$ cat src/spim_cfg.svh
// constants for the serial peripheral core
// How it works
// - transmit data lives only in the shifter; received bytes go to a read buffer
// - finished byte copies to read buffer; software must read before next byte
// - each byte shifted out is matched by a byte sampled in
// - unselected slave releases its serial data output
// - polarity picks idle level; phase picks one of two formats
// - phase one lets select stay low across bytes
// - phase zero shift clock is select OR serial clock
// - serial outputs drive only when direction bit set; inputs always inputs
// - master presents each data bit half a clock before sampling edge
// - one byte exchanged over eight serial clock cycles
// - three-bit rate field sets clock rate only in master mode
// - master with select as input flags mode fault when select goes low
// - select direction bit set makes it an output, no mode fault
// - mode fault clears master select and the four direction bits; irq request
// - data write during transfer sets collision flag and is discarded
// - collisions detected in master and slave modes
// - master starts on data write, ends when done flag sets
// - phase zero slave transfer spans select low; done flag on eighth cycle
// - phase one slave transfer starts at first active edge, ends at done flag
// - lsb-first option reverses bit order
// - master divides clock by 2,4,16,32,8,16,64,128 per rate field
// - master serial clock idles at polarity level
// - done and collision flags clear by status read then data access
// - mode fault clears by status read then control write
`ifndef SPIM_CFG_SVH
`define SPIM_CFG_SVH
`define SPIM_CTL_IRQ_EN 7
`define SPIM_CTL_SYS_EN 6
`define SPIM_CTL_MASTER 4
`define SPIM_CTL_CLOCK_IDLE_POLARITY 3
`define SPIM_CTL_CLOCK_PHASE_SELECT 2
`define SPIM_CTL_RESET 8'h04
`define SPIM_DIR_MISO 2
`define SPIM_DIR_MOSI 3
`define SPIM_DIR_SCK 4
`define SPIM_DIR_SEL 5
`define SPIM_BITS 4'h8
`endif

$ cat src/spim_pkg.sv
// types for the serial peripheral core
package spim_pkg;
    typedef struct packed {
        logic rd_status;
        logic rd_data;
        logic wr_data;
        logic wr_ctrl;
    } spim_acc_t;
    typedef struct packed {
        logic drive;
        logic sample;
    } spim_edge_t;
    typedef enum logic [1:0] {ST_IDLE, ST_RUN, ST_HOLD} spim_state_t;
endpackage : spim_pkg
$ cat src/spim_clkdiv.sv
// master serial clock divider producing half-period ticks
`timescale 1ns/1ps
module spim_clkdiv (
    input wire logic clk,
    input wire logic rst_n,
    input wire logic ce,
    input wire logic run,
    input wire logic [2:0] rate,
    output logic tick
);
    logic [6:0] cnt_reg;
    logic [6:0] half;

    function automatic logic [6:0] half_of(input logic [2:0] r);
        unique case (r)
            3'h0: half_of = 7'h01;
            3'h1: half_of = 7'h02;
            3'h2: half_of = 7'h08;
            3'h3: half_of = 7'h10;
            3'h4: half_of = 7'h04;
            3'h5: half_of = 7'h08;
            3'h6: half_of = 7'h20;
            3'h7: half_of = 7'h40;
        endcase
    endfunction : half_of

    assign half = half_of(rate);
    assign tick = run && (cnt_reg == half - 7'h01);

    always_ff @(posedge clk) begin
        if (!rst_n) begin
            cnt_reg <= 7'h00;
        end else if (ce) begin
            if (!run || tick) begin
                cnt_reg <= 7'h00;
            end else begin
                cnt_reg <= cnt_reg + 7'h01;
            end
        end
    end
endmodule : spim_clkdiv

$ cat src/spim_core.sv
// serial peripheral core, master or slave, with cpu-side strobes
`timescale 1ns/1ps
`include "spim_cfg.svh"
module spim_core (
    input wire logic CLK_IN,
    input wire logic RESET_N_IN,
    input wire logic CE_IN,
    input wire logic CTRL_WR_IN,
    input wire logic [7:0] CTRL_DATA_IN,
    input wire logic LSB_FIRST_IN,
    input wire logic RATE_HI_IN,
    input wire logic CPU_IRQ_MASK_IN,
    input wire logic DIR_WR_IN,
    input wire logic [3:0] DIR_DATA_IN,
    input wire logic STATUS_RD_IN,
    input wire logic DATA_RD_IN,
    input wire logic DATA_WR_IN,
    input wire logic [7:0] DATA_WR_VAL_IN,
    input wire logic MISO_IN,
    input wire logic MOSI_IN,
    input wire logic SCK_IN,
    input wire logic SEL_N_IN,
    output logic MISO_OUT,
    output logic MISO_OE_OUT,
    output logic MOSI_OUT,
    output logic MOSI_OE_OUT,
    output logic SCK_OUT,
    output logic SCK_OE_OUT,
    output logic [7:0] CTRL_OUT,
    output logic [3:0] DIR_OUT,
    output logic [7:0] STATUS_OUT,
    output logic [7:0] READ_DATA_OUT,
    output logic BUSY_OUT,
    output logic IRQ_OUT
);
    spim_pkg::spim_acc_t acc;
    spim_pkg::spim_edge_t sedge;
    spim_pkg::spim_state_t state_reg;
    logic [7:0] serial_control_reg;
    logic [3:0] port_d_direction_reg;
    logic [7:0] shift_reg;
    logic [7:0] serial_data_reg;
    logic [3:0] bit_cnt_reg;
    logic transfer_done_flag_reg;
    logic write_collision_flag_reg;
    logic mode_fault_flag_reg;
    logic done_armed_reg;
    logic mode_fault_flag_armed_reg;
    logic sck_reg;
    logic phase_reg;
    logic [2:0] miso_s_reg;
    logic [2:0] mosi_s_reg;
    logic [2:0] sck_s_reg;
    logic [2:0] sel_s_reg;
    logic enabled;
    logic master;
    logic clock_idle_polarity;
    logic clock_phase_select;
    logic sel_n;
    logic shift_clk;
    logic shift_clk_d;
    logic tick;
    logic run;
    logic busy;
    logic mode_fault;
    logic load_ok;
    logic byte_done;
    logic in_bit;
    logic out_bit;
    logic sel_is_input;
    logic [7:0] rx_reg;
    logic [1:0] samp_pipe_reg;
    logic [1:0] done_pipe_reg;
    logic last_smp;
    logic cap;
    logic tx_shift;

    // one received bit into a byte, either order
    function automatic logic [7:0] shift_in(input logic [7:0] b, input logic nb,
                                            input logic lsb);
        shift_in = lsb ? {nb, b[7:1]} : {b[6:0], nb};
    endfunction : shift_in

    assign acc = '{rd_status: STATUS_RD_IN, rd_data: DATA_RD_IN,
                   wr_data: DATA_WR_IN, wr_ctrl: CTRL_WR_IN};
    assign enabled = serial_control_reg[`SPIM_CTL_SYS_EN];
    assign master = serial_control_reg[`SPIM_CTL_MASTER];
    assign clock_idle_polarity = serial_control_reg[`SPIM_CTL_CLOCK_IDLE_POLARITY];
    assign clock_phase_select = serial_control_reg[`SPIM_CTL_CLOCK_PHASE_SELECT];

    // pins pass two flops; bit 2 holds the previous synced value for edges
    always_ff @(posedge CLK_IN) begin
        if (!RESET_N_IN) begin
            miso_s_reg <= 3'h0;
            mosi_s_reg <= 3'h0;
            sck_s_reg <= 3'h0;
            sel_s_reg <= 3'h7;
        end else if (CE_IN) begin
            miso_s_reg <= {miso_s_reg[1:0], MISO_IN};
            mosi_s_reg <= {mosi_s_reg[1:0], MOSI_IN};
            sck_s_reg <= {sck_s_reg[1:0], SCK_IN};
            sel_s_reg <= {sel_s_reg[1:0], SEL_N_IN};
        end
    end

    // select stays an input only with its direction bit clear
    assign sel_is_input = !port_d_direction_reg[`SPIM_DIR_SEL - 2];
    assign sel_n = sel_is_input ? sel_s_reg[1] : 1'b1;

    // phase zero shift clock ORed with select; polarity normalised
    assign shift_clk = ((sck_s_reg[1] ^ clock_idle_polarity) | (!clock_phase_select & sel_s_reg[1]));
    assign shift_clk_d = ((sck_s_reg[2] ^ clock_idle_polarity) | (!clock_phase_select & sel_s_reg[2]));

    // rate field only used by the master divider
    assign run = enabled && master && (state_reg == spim_pkg::ST_RUN);
    spim_clkdiv u_div (
        .clk(CLK_IN),
        .rst_n(RESET_N_IN),
        .ce(CE_IN),
        .run(run),
        .rate({RATE_HI_IN, serial_control_reg[1:0]}),
        .tick(tick)
    );

    // slave edges come from the synced clock; master edges from its own ticks
    always_comb begin
        sedge = '{drive: 1'b0, sample: 1'b0};
        if (master) begin
            // phase one drives on the leading edge, phase zero samples there
            sedge.sample = tick && (phase_reg == clock_phase_select);
            sedge.drive = tick && (phase_reg != clock_phase_select);
        end else if (enabled && !sel_s_reg[1] && state_reg != spim_pkg::ST_HOLD) begin
            // phase one slave keeps shifting with select held low
            sedge.sample = (shift_clk ^ clock_phase_select) && !(shift_clk_d ^ clock_phase_select) && shift_clk != shift_clk_d;
            sedge.drive = !(shift_clk ^ clock_phase_select) && (shift_clk_d ^ clock_phase_select) && shift_clk != shift_clk_d;
        end
    end

    // master with select as input faults when it goes low
    assign mode_fault = enabled && master && sel_is_input && !sel_n;

    // transfer-in-progress window
    // master stays busy until the delayed last bit lands
    assign busy = (state_reg != spim_pkg::ST_IDLE) || (|done_pipe_reg)
                  || (!master && enabled && !clock_phase_select && !sel_s_reg[1]);
    // write while busy collides; blocked until status read
    assign load_ok = acc.wr_data && !busy
                     && !((transfer_done_flag_reg || write_collision_flag_reg)
                          && !done_armed_reg);
    assign last_smp = sedge.sample && (bit_cnt_reg == `SPIM_BITS - 4'h1);
    // master input lags two clocks behind its own edges through the pin flops
    assign byte_done = done_pipe_reg[1] || (!master && last_smp);
    assign cap = samp_pipe_reg[1] || (!master && sedge.sample);
    // first phase-one drive edge shows the bit already loaded, no shift
    assign tx_shift = sedge.drive && (state_reg == spim_pkg::ST_RUN)
                      && (bit_cnt_reg != 4'h0);
    assign in_bit = master ? miso_s_reg[1] : mosi_s_reg[1];
    assign out_bit = LSB_FIRST_IN ? shift_reg[0] : shift_reg[7];

    always_ff @(posedge CLK_IN) begin
        if (!RESET_N_IN) begin
            state_reg <= spim_pkg::ST_IDLE;
            bit_cnt_reg <= 4'h0;
            phase_reg <= 1'b0;
        end else if (CE_IN) begin
            unique case (state_reg)
                spim_pkg::ST_IDLE: begin
                    bit_cnt_reg <= 4'h0;
                    phase_reg <= 1'b0;
                    if (master && load_ok && enabled) begin
                        state_reg <= spim_pkg::ST_RUN;
                    end else if (!master && sedge.sample) begin
                        // phase one slave begins on first active edge
                        state_reg <= spim_pkg::ST_RUN;
                        bit_cnt_reg <= 4'h1;
                    end
                end
                spim_pkg::ST_RUN: begin
                    if (tick) begin
                        phase_reg <= !phase_reg;
                    end
                    if (sedge.sample) begin
                        bit_cnt_reg <= bit_cnt_reg + 4'h1;
                    end
                    if (last_smp) begin
                        state_reg <= (!master && !clock_phase_select) ? spim_pkg::ST_HOLD
                                                        : spim_pkg::ST_IDLE;
                    end
                    if (mode_fault || !enabled) begin
                        state_reg <= spim_pkg::ST_IDLE;
                    end
                end
                spim_pkg::ST_HOLD: begin
                    // phase zero slave busy until select rises
                    if (sel_s_reg[1] || !enabled) begin
                        state_reg <= spim_pkg::ST_IDLE;
                    end
                end
            endcase
        end
    end

    // transmit shifter: load, then next bit on each running drive edge after the first sample
    always_ff @(posedge CLK_IN) begin
        if (!RESET_N_IN) begin
            shift_reg <= 8'h00;
        end else if (CE_IN) begin
            if (load_ok) begin
                shift_reg <= DATA_WR_VAL_IN;
            end else if (tx_shift) begin
                shift_reg <= LSB_FIRST_IN ? {1'b0, shift_reg[7:1]}
                                          : {shift_reg[6:0], 1'b0};
            end
        end
    end

    // receive side collects the sampled bits
    always_ff @(posedge CLK_IN) begin
        if (!RESET_N_IN) begin
            rx_reg <= 8'h00;
        end else if (CE_IN && cap) begin
            rx_reg <= shift_in(rx_reg, in_bit, LSB_FIRST_IN);
        end
    end

    // sample and end marks delayed to match the two pin flops
    always_ff @(posedge CLK_IN) begin
        if (!RESET_N_IN) begin
            samp_pipe_reg <= 2'h0;
            done_pipe_reg <= 2'h0;
        end else if (CE_IN) begin
            samp_pipe_reg <= {samp_pipe_reg[0], master && sedge.sample};
            done_pipe_reg <= {done_pipe_reg[0], master && last_smp};
        end
    end

    // completed byte copied to read buffer
    always_ff @(posedge CLK_IN) begin
        if (!RESET_N_IN) begin
            serial_data_reg <= 8'h00;
        end else if (CE_IN && byte_done) begin
            serial_data_reg <= shift_in(rx_reg, in_bit, LSB_FIRST_IN);
        end
    end

    // master clock idles at polarity, toggles only while running
    always_ff @(posedge CLK_IN) begin
        if (!RESET_N_IN) begin
            sck_reg <= 1'b0;
        end else if (CE_IN) begin
            if (!run) begin
                sck_reg <= clock_idle_polarity;
            end else if (tick && !(last_smp && clock_phase_select)) begin
                sck_reg <= !sck_reg;
            end
        end
    end

    always_ff @(posedge CLK_IN) begin
        if (!RESET_N_IN) begin
            transfer_done_flag_reg <= 1'b0;
            write_collision_flag_reg <= 1'b0;
            mode_fault_flag_reg <= 1'b0;
            done_armed_reg <= 1'b0;
            mode_fault_flag_armed_reg <= 1'b0;
        end else if (CE_IN) begin
            if (acc.rd_status && (transfer_done_flag_reg || write_collision_flag_reg)) begin
                done_armed_reg <= 1'b1;
            end else if (acc.rd_data || acc.wr_data) begin
                done_armed_reg <= 1'b0;
            end
            if (acc.rd_status && mode_fault_flag_reg) begin
                mode_fault_flag_armed_reg <= 1'b1;
            end else if (acc.wr_ctrl) begin
                mode_fault_flag_armed_reg <= 1'b0;
            end
            if (byte_done) begin
                transfer_done_flag_reg <= 1'b1;
            end else if (done_armed_reg && (acc.rd_data || acc.wr_data)) begin
                transfer_done_flag_reg <= 1'b0;
            end
            if (acc.wr_data && busy) begin
                write_collision_flag_reg <= 1'b1;
            end else if (done_armed_reg && (acc.rd_data || acc.wr_data)) begin
                write_collision_flag_reg <= 1'b0;
            end
            if (mode_fault) begin
                mode_fault_flag_reg <= 1'b1;
            end else if (mode_fault_flag_armed_reg && acc.wr_ctrl) begin
                mode_fault_flag_reg <= 1'b0;
            end
        end
    end

    // mode fault clears master select and direction bits
    always_ff @(posedge CLK_IN) begin
        if (!RESET_N_IN) begin
            serial_control_reg <= `SPIM_CTL_RESET;
            port_d_direction_reg <= 4'h0;
        end else if (CE_IN) begin
            if (acc.wr_ctrl) begin
                serial_control_reg <= CTRL_DATA_IN;
            end
            if (DIR_WR_IN) begin
                port_d_direction_reg <= DIR_DATA_IN;
            end
            if (mode_fault) begin
                serial_control_reg[`SPIM_CTL_MASTER] <= 1'b0;
                port_d_direction_reg <= 4'h0;
            end
        end
    end

    // outputs drive only with their direction bit set; slave release
    assign MOSI_OUT = out_bit;
    assign MOSI_OE_OUT = enabled && master && port_d_direction_reg[`SPIM_DIR_MOSI - 2];
    assign SCK_OUT = sck_reg;
    assign SCK_OE_OUT = enabled && master && port_d_direction_reg[`SPIM_DIR_SCK - 2];
    assign MISO_OUT = out_bit;
    assign MISO_OE_OUT = enabled && !master && !sel_s_reg[1]
                         && port_d_direction_reg[`SPIM_DIR_MISO - 2];

    assign CTRL_OUT = serial_control_reg;
    assign DIR_OUT = port_d_direction_reg;
    assign STATUS_OUT = {transfer_done_flag_reg, write_collision_flag_reg, 1'b0,
                         mode_fault_flag_reg, 4'h0};
    assign READ_DATA_OUT = serial_data_reg;
    assign BUSY_OUT = busy;
    // request gated by enable and cpu mask
    assign IRQ_OUT = serial_control_reg[`SPIM_CTL_IRQ_EN] && !CPU_IRQ_MASK_IN
                     && (transfer_done_flag_reg || mode_fault_flag_reg);
endmodule : spim_core

$ cat config.mk
export PLATFORM = sky130hd
export DESIGN_NAME = spim_core
export DESIGN_NICKNAME = d
export VERILOG_FILES = /design/src/spim_pkg.sv /design/src/spim_clkdiv.sv /design/src/spim_core.sv
export VERILOG_INCLUDE_DIRS = /design/src
export SDC_FILE = /design/constraint.sdc
export NUM_CORES = 1
export LEC_CHECK = 0
export BUFFER_PORTS_ARGS = -buffer_cell sky130_fd_sc_hd__buf_2
export CORE_MARGIN = 1.5
export CORE_UTILIZATION = 56
export CTS_CLUSTER_SIZE = 8
export DETAILED_ROUTE_END_ITERATION = 16
export PLACE_DENSITY = 0.8
export SYNTH_ARGS = -nofsm -noshare
export SYNTH_HDL_FRONTEND = slang
export SYNTH_SLANG_ARGS = --single-unit
$ cat constraint.sdc
create_clock -name CLK_IN -period 2.5 [get_ports CLK_IN]
set_clock_uncertainty 0.15 [all_clocks]
set_input_delay 0 -clock CLK_IN [delete_from_list [all_inputs] [get_ports CLK_IN]]
set_output_delay 0 -clock CLK_IN [all_outputs]
set_load 0.01 [all_outputs]
# After elaboration in Yosys (flattened, before gate mapping)

Memory sizes are Yosys's and may differ from the RTL's.
Cells that the tools add are included.

Flip-flop bits (word level): 70
Bits in read-only memories: 56
Output and inout port bits: 36
Word-level logic and storage cells: 182
Memories kept: 1

Memory list:

| name             | words | bits a word | rd ports | clocked after Yosys merged registers in | wr ports | line              | text |
|---|---|---|---|---|---|---|---|
| (name not given) | 8     | 7           | 1        | 0                                       | 0        | spim_clkdiv.sv:15 | `unique case (r)` |

Add/subtract/negate cells: 3
Equal/unequal tests: 14
Mux-type cells: 38
Bitwise logic cells: 8
Reduce and logical (&&, ||, !) cells: 96

Operators with widths:

| cell                | count |
|---|---|
| $logic_and 1x1->1   | 44 |
| $mux 8              | 4 |
| $reduce_and 2->1    | 10 |
| $reduce_bool 2->1   | 10 |
| $mux 1              | 18 |
| $logic_not 1->1     | 16 |
| $mux 2              | 8 |
| $mux 4              | 3 |
| $logic_or 1x1->1    | 10 |
| $ne 2x2->1 const B  | 5 |
| $pmux 4 s2          | 1 |
| $add 7x1->7 const B | 1 |
| $eq 7x7->1          | 1 |
| $mux 7              | 1 |
| $sub 7x1->7 const B | 1 |
| $pmux 2 s3          | 1 |
| $reduce_and 3->1    | 2 |
| $mux 5              | 1 |
| $add 4x1->4 const B | 1 |
| $eq 4x3->1 const B  | 1 |
| $reduce_and 4->1    | 1 |
| $reduce_bool 4->1   | 1 |
| $xor 1x1->1         | 4 |
| $ne 3x2->1 const B  | 1 |
| other kinds (10)    | 13 |

# Longest topological paths before layout

Depth after elaboration: 15
Mapped depth: 9

# By module

Synthesis repeated with hierarchy kept, for this count alone.

Cells, all modules: 440
Area, all modules: 3841.2 um2

Modules (own cells, without submodules):

| module      | times used | cells an instance | area each (um2) | sequential area each (um2) |
|---|---|---|---|---|
| spim_core   | 1          | 383               | 3342.0          | 1261.2 |
| spim_clkdiv | 1          | 57                | 499.2           | 140.1 |

# Least setup slack after synthesis

Ideal clock, no wire load.

Path type: flip-flop to flip-flop
Start point: register serial_control_reg[1] (netlist: CTRL_OUT[1])
End point: register shift_reg[0]
Setup time: 0.116 ns
Data arrival time: 2.059 ns
Data required time: 2.234 ns
Slack: 0.175 ns
Cell stages (with the launch flop): 8
Cell sequence: dfxtp_1 buf_6 or3_4 a32oi_2 nand3_4 a2111oi_4 nor2_2 o211a_1

Longest elaborated chain between the ends: 10

Ends and longest elaborated chain:

| element                     | line              | text |
|---|---|---|
| start: declaration          | spim_core.sv:39   | `logic [7:0] serial_control_reg;` |
| start signal: assignment    | spim_core.sv:298  | `` serial_control_reg <= `SPIM_CTL_RESET; `` |
| $mem_v2 8x7                 | -                 |  |
| $sub 7x1->7                 | spim_clkdiv.sv:28 | `assign tick = run && (cnt_reg == half - 7'h01);` |
| $eq 7x7->1                  | spim_clkdiv.sv:28 |  |
| $logic_and 1x1->1           | spim_clkdiv.sv:28 |  |
| $logic_and 1x1->1           | spim_core.sv:131  | `sedge.drive = tick && (phase_reg != clock_phase_select);` |
| $mux 2                      | spim_core.sv:128  | `if (master) begin` |
| $logic_and 1x1->1           | spim_core.sv:155  | `assign tx_shift = sedge.drive && (state_reg == spim_pkg::ST_RUN)` |
| $logic_and 1x1->1           | spim_core.sv:156  | `&& (bit_cnt_reg != 4'h0);` |
| $reduce_bool 2->1 (no line) | -                 |  |
| $reduce_and 2->1 (no line)  | -                 |  |
| end signal: assignment      | spim_core.sv:211  | `shift_reg <= LSB_FIRST_IN ? {1'b0, shift_reg[7:1]}` |
| end: declaration            | spim_core.sv:41   | `logic [7:0] shift_reg;` |

No other way between the ends.
A chain may end at the register's enable or synchronous reset.

# Final worst setup path

Start point: register serial_control_reg[1] (netlist: CTRL_OUT[1])
End point: register bit_cnt_reg[2]

Longest elaborated chain between the ends: 8

Ends and longest elaborated chain:

| element                    | line              | text |
|---|---|---|
| $mem_v2 8x7                | -                 |  |
| $sub 7x1->7                | spim_clkdiv.sv:28 |  |
| $eq 7x7->1                 | spim_clkdiv.sv:28 |  |
| $logic_and 1x1->1          | spim_clkdiv.sv:28 |  |
| $logic_and 1x1->1          | spim_core.sv:130  | `sedge.sample = tick && (phase_reg == clock_phase_select);` |
| $mux 2                     | spim_core.sv:128  |  |
| $ne 2x2->1 (no line)       | -                 |  |
| $reduce_and 3->1 (no line) | -                 |  |
| end signal: assignment     | spim_core.sv:183  | `bit_cnt_reg <= bit_cnt_reg + 4'h1;` |
| end: declaration           | spim_core.sv:43   | `logic [3:0] bit_cnt_reg;` |

No other way between the ends.

==> impl_metrics.csv <==
group,metric,value,unit
run_status,status,"completed",
worst_hold_path,hold_end,"CTRL_OUT[0]$_SDFFE_PN0P_",
critical_path,rr_endpoint,"bit_cnt_reg[2]$_SDFFE_PN0P_",
critical_path,critPathSlowestCell,"or3_4",
yosys,synthesis.instances,436,
yosys,ys_seq_area_share,36.6,%
yosys,synth.avg_cell_area,8.79,sq um
pwr,peakVddDrop,0.495,mV
worst_hold_path,hp-class,"input pin to register",
critical_path,rr_startpoint,"CTRL_OUT[1]$_SDFFE_PN0P_",
drt,drt-initial-drc-count,200,
pwr,p_leak,2.14,nW
cells_and_area,drive_gt1_share,23.1,%
drt,drt-total-wl,9560,um
drt,wl_per_cell,15.4,um
critical_path,path_buf_inv,0,
critical_path,path_max_fanout,7,
sta,finalMaxSlewViolations,0,
worst_hold_path,holdPathStages,4,
sta,period_share,96.5,%
sta,setup_viol,0,
yosys,yosys_most_used_dff,"dfxtp_1",
cells_and_area,antenna_cells,0,
sta,max_freq,415,MHz
drt,dr.pass1.iters,5,
clock_tree,cts_root_buf,"clkbuf_8",
critical_path,crit_required,2650,ps
worst_hold_path,worstHoldStart,"CTRL_WR_IN",
clock_tree,path_clk_slew,80,ps
grt,grt_use_met2,46.5,%
yosys,synth_seq_cells,70,
drt,drc,0,
critical_path,slowest_delay,410,ps
grt,antenna_found_initial,0,
clock_tree,cts_max_path_buffers,2,
job,maxCapViolCount,0,
grt,grt_pass1_wl,15900,um
pwr,powerDensity,483,nW/um^2
critical_path,crit_chain,"or3_4 > a32oi_2 > nand4_1 > and2_1 > nor4b_1 > o21a_1",
critical_path,cp-startpoint,"CTRL_OUT[1]$_SDFFE_PN0P_",
pwr,fin_total_pwr,2.33,mW
drt,ant_nets,0,
grt,overflow,0,
place,io_buffers,65,
critical_path,crit_path_end_kind,"register",
clock_tree,cts_max_level,3,
critical_path,start_kind,"register",
sta,slew_headroom,57.1,%
die,placementRows,29,
die,ios,71,
yosys,synth_edf_count,0,
yosys,synth_common_cells,"nand2_1 (71), dfxtp_1 (70), mux2i_1 (35), nor2_1 (24), nor2b_1 (19)",
sta,worst_hold_slack,57.8,ps
die,coreArea,6490,sq um
critical_path,critical_path.top_delay_family,"simple AND/OR/NAND/NOR gates",
critical_path,ff2ff_path_depth,6,
yosys,ys_async_sr_fraction,0,%
drt,vias,3572,
sta,period_needed,2410,ps
place,dp_cells,559,
die,dieHeight,85.7,um
critical_path,rrSetupSlack,90,ps
grt,grt_pass1_vias,3545,
yosys,synth_top_area_share,36.6,%
clock_tree,clkLatencyLatePin,350,ps
die,die_area,7350,sq um
grt,grt_max_degree,34,
yosys,yosysMostFrequentCell,"nand2_1",
sta,finalHoldViolations,0,
die,initial_core_util,59.0,%
place,gp_congestion,0.868,
grt,grt_busiest_layer,"met2",
clock_tree,clock-sinks,70,
clock_tree,tritoncts,"done",
yosys,synthesis.area,3830,sq um
yosys,ys_types,61,
yosys,synthTopCellsByArea,"dfxtp_1 (37%), mux2i_1 (9.1%), nand2_1 (7.0%)",
grt,grt_usage,26.7,%
grt,gr-usage-met1,32.1,%
critical_path,path_class,"register to register",
critical_path,arrival,2560,ps
die,die_w,85.7,um
cells_and_area,layout.nets,581,
place,dpl.hpwl,6000,um
clock_tree,cts_buffers,9,
grt,use_met3,6.16,%
sta,setup_tns,0,ps
cells_and_area,area_growth,25.9,%
sta,worst_slew_pin_slew,634,ps
yosys,yosys_warnings,0,
drt,viasPerCell,5.74,
cells_and_area,instances_no_fill,622,
yosys,yosysTopAreaCell,"dfxtp_1",
==> cells in the final DEF (no fill, tap or decap), types with 10 or more instances in the layout <==
master / instances
nand2_1: 70
dfxtp_1: 66
buf_2: 65
dlygate4sd3_1: 45
mux2i_1: 35
nor2_1: 24
nor2b_1: 19
buf_4: 19
o21ai_0: 17
o211a_1: 13
inv_1: 11
nand3_1: 10
==> routing by layer <==
layer,vias to the layer above,routed length (um)
met1,1679,4020
met3,22,544
li1,1730,-
met2,141,4810
met5,-,0
met4,0,181
==> power breakdown <==
group	leakage, nW	switching, mW	internal, mW
sequential	0.569	0.0245	1.14
combinational	1.48	0.143	0.148
clock	0.0892	0.496	0.381
total	2.14	0.664	1.67
==> cells by family after synthesis <==
kind of cell	after synthesis	share of synthesized area (%)
other	1	0.0978
DFF	70	36.6
adders and majority gates	6	1.96
AOI/OAI and AO/OA	95	19.8
buffers and inverters	52	7.57
muxes	39	10.3
xor gates and xnor gates	11	2.71
and+or+nand+nor	162	21.0
==> area by class of cell <==
cell class / count / area, sq um
clock inverter: 7 / 61.3
tap: 77 / 96.3
timing repair buffer: 129 / 918
sequential: 70 / 1410
fill: 471 / 1670
inverter: 12 / 45.0
multi-input combinational: 318 / 2170
clock buffer: 9 / 124
==> repair_timing <==
action	in CTS	in global routing
endpoints found under the hold margin	32	0
setup endpoints to repair	0	15
hold buffers	45	0
buffers inserted	0	2
resized for setup	0	10
==> per-stage QoR <==
stage / setup WS (ps) / utilization (%) / area, sq um
global route: -7.67 / 74.3 / 4820
finish: 87.9 / 74.3 / 4820
detailed placement: 61.7 / 63.9 / 4150
floorplan: 175 / - / 3850
global placement: 142 / 63.9 / 4150
CTS: 40.9 / 73.7 / 4790
==> worst max-delay path by stage <==
stage,end,depth (start not counted)
2_1_floorplan,shift_reg[0]$_SDFFE_PN0P_,7
3_3_place_gp,shift_reg[0]$_SDFFE_PN0P_,7
3_5_place_dp,shift_reg[0]$_SDFFE_PN0P_,7
4_1_cts,bit_cnt_reg[2]$_SDFFE_PN0P_,8
5_1_grt,bit_cnt_reg[2]$_SDFFE_PN0P_,7
6_report,bit_cnt_reg[2]$_SDFFE_PN0P_,6
==> worst register-to-register path, stage by stage (launching register included) <==
cell,delay (ps)
dfxtp_1,380
or3_4,410
a32oi_2,330
nand4_1,320
and2_1,310
nor4b_1,300
o21a_1,170
Power figures use the tool's default switching activity.
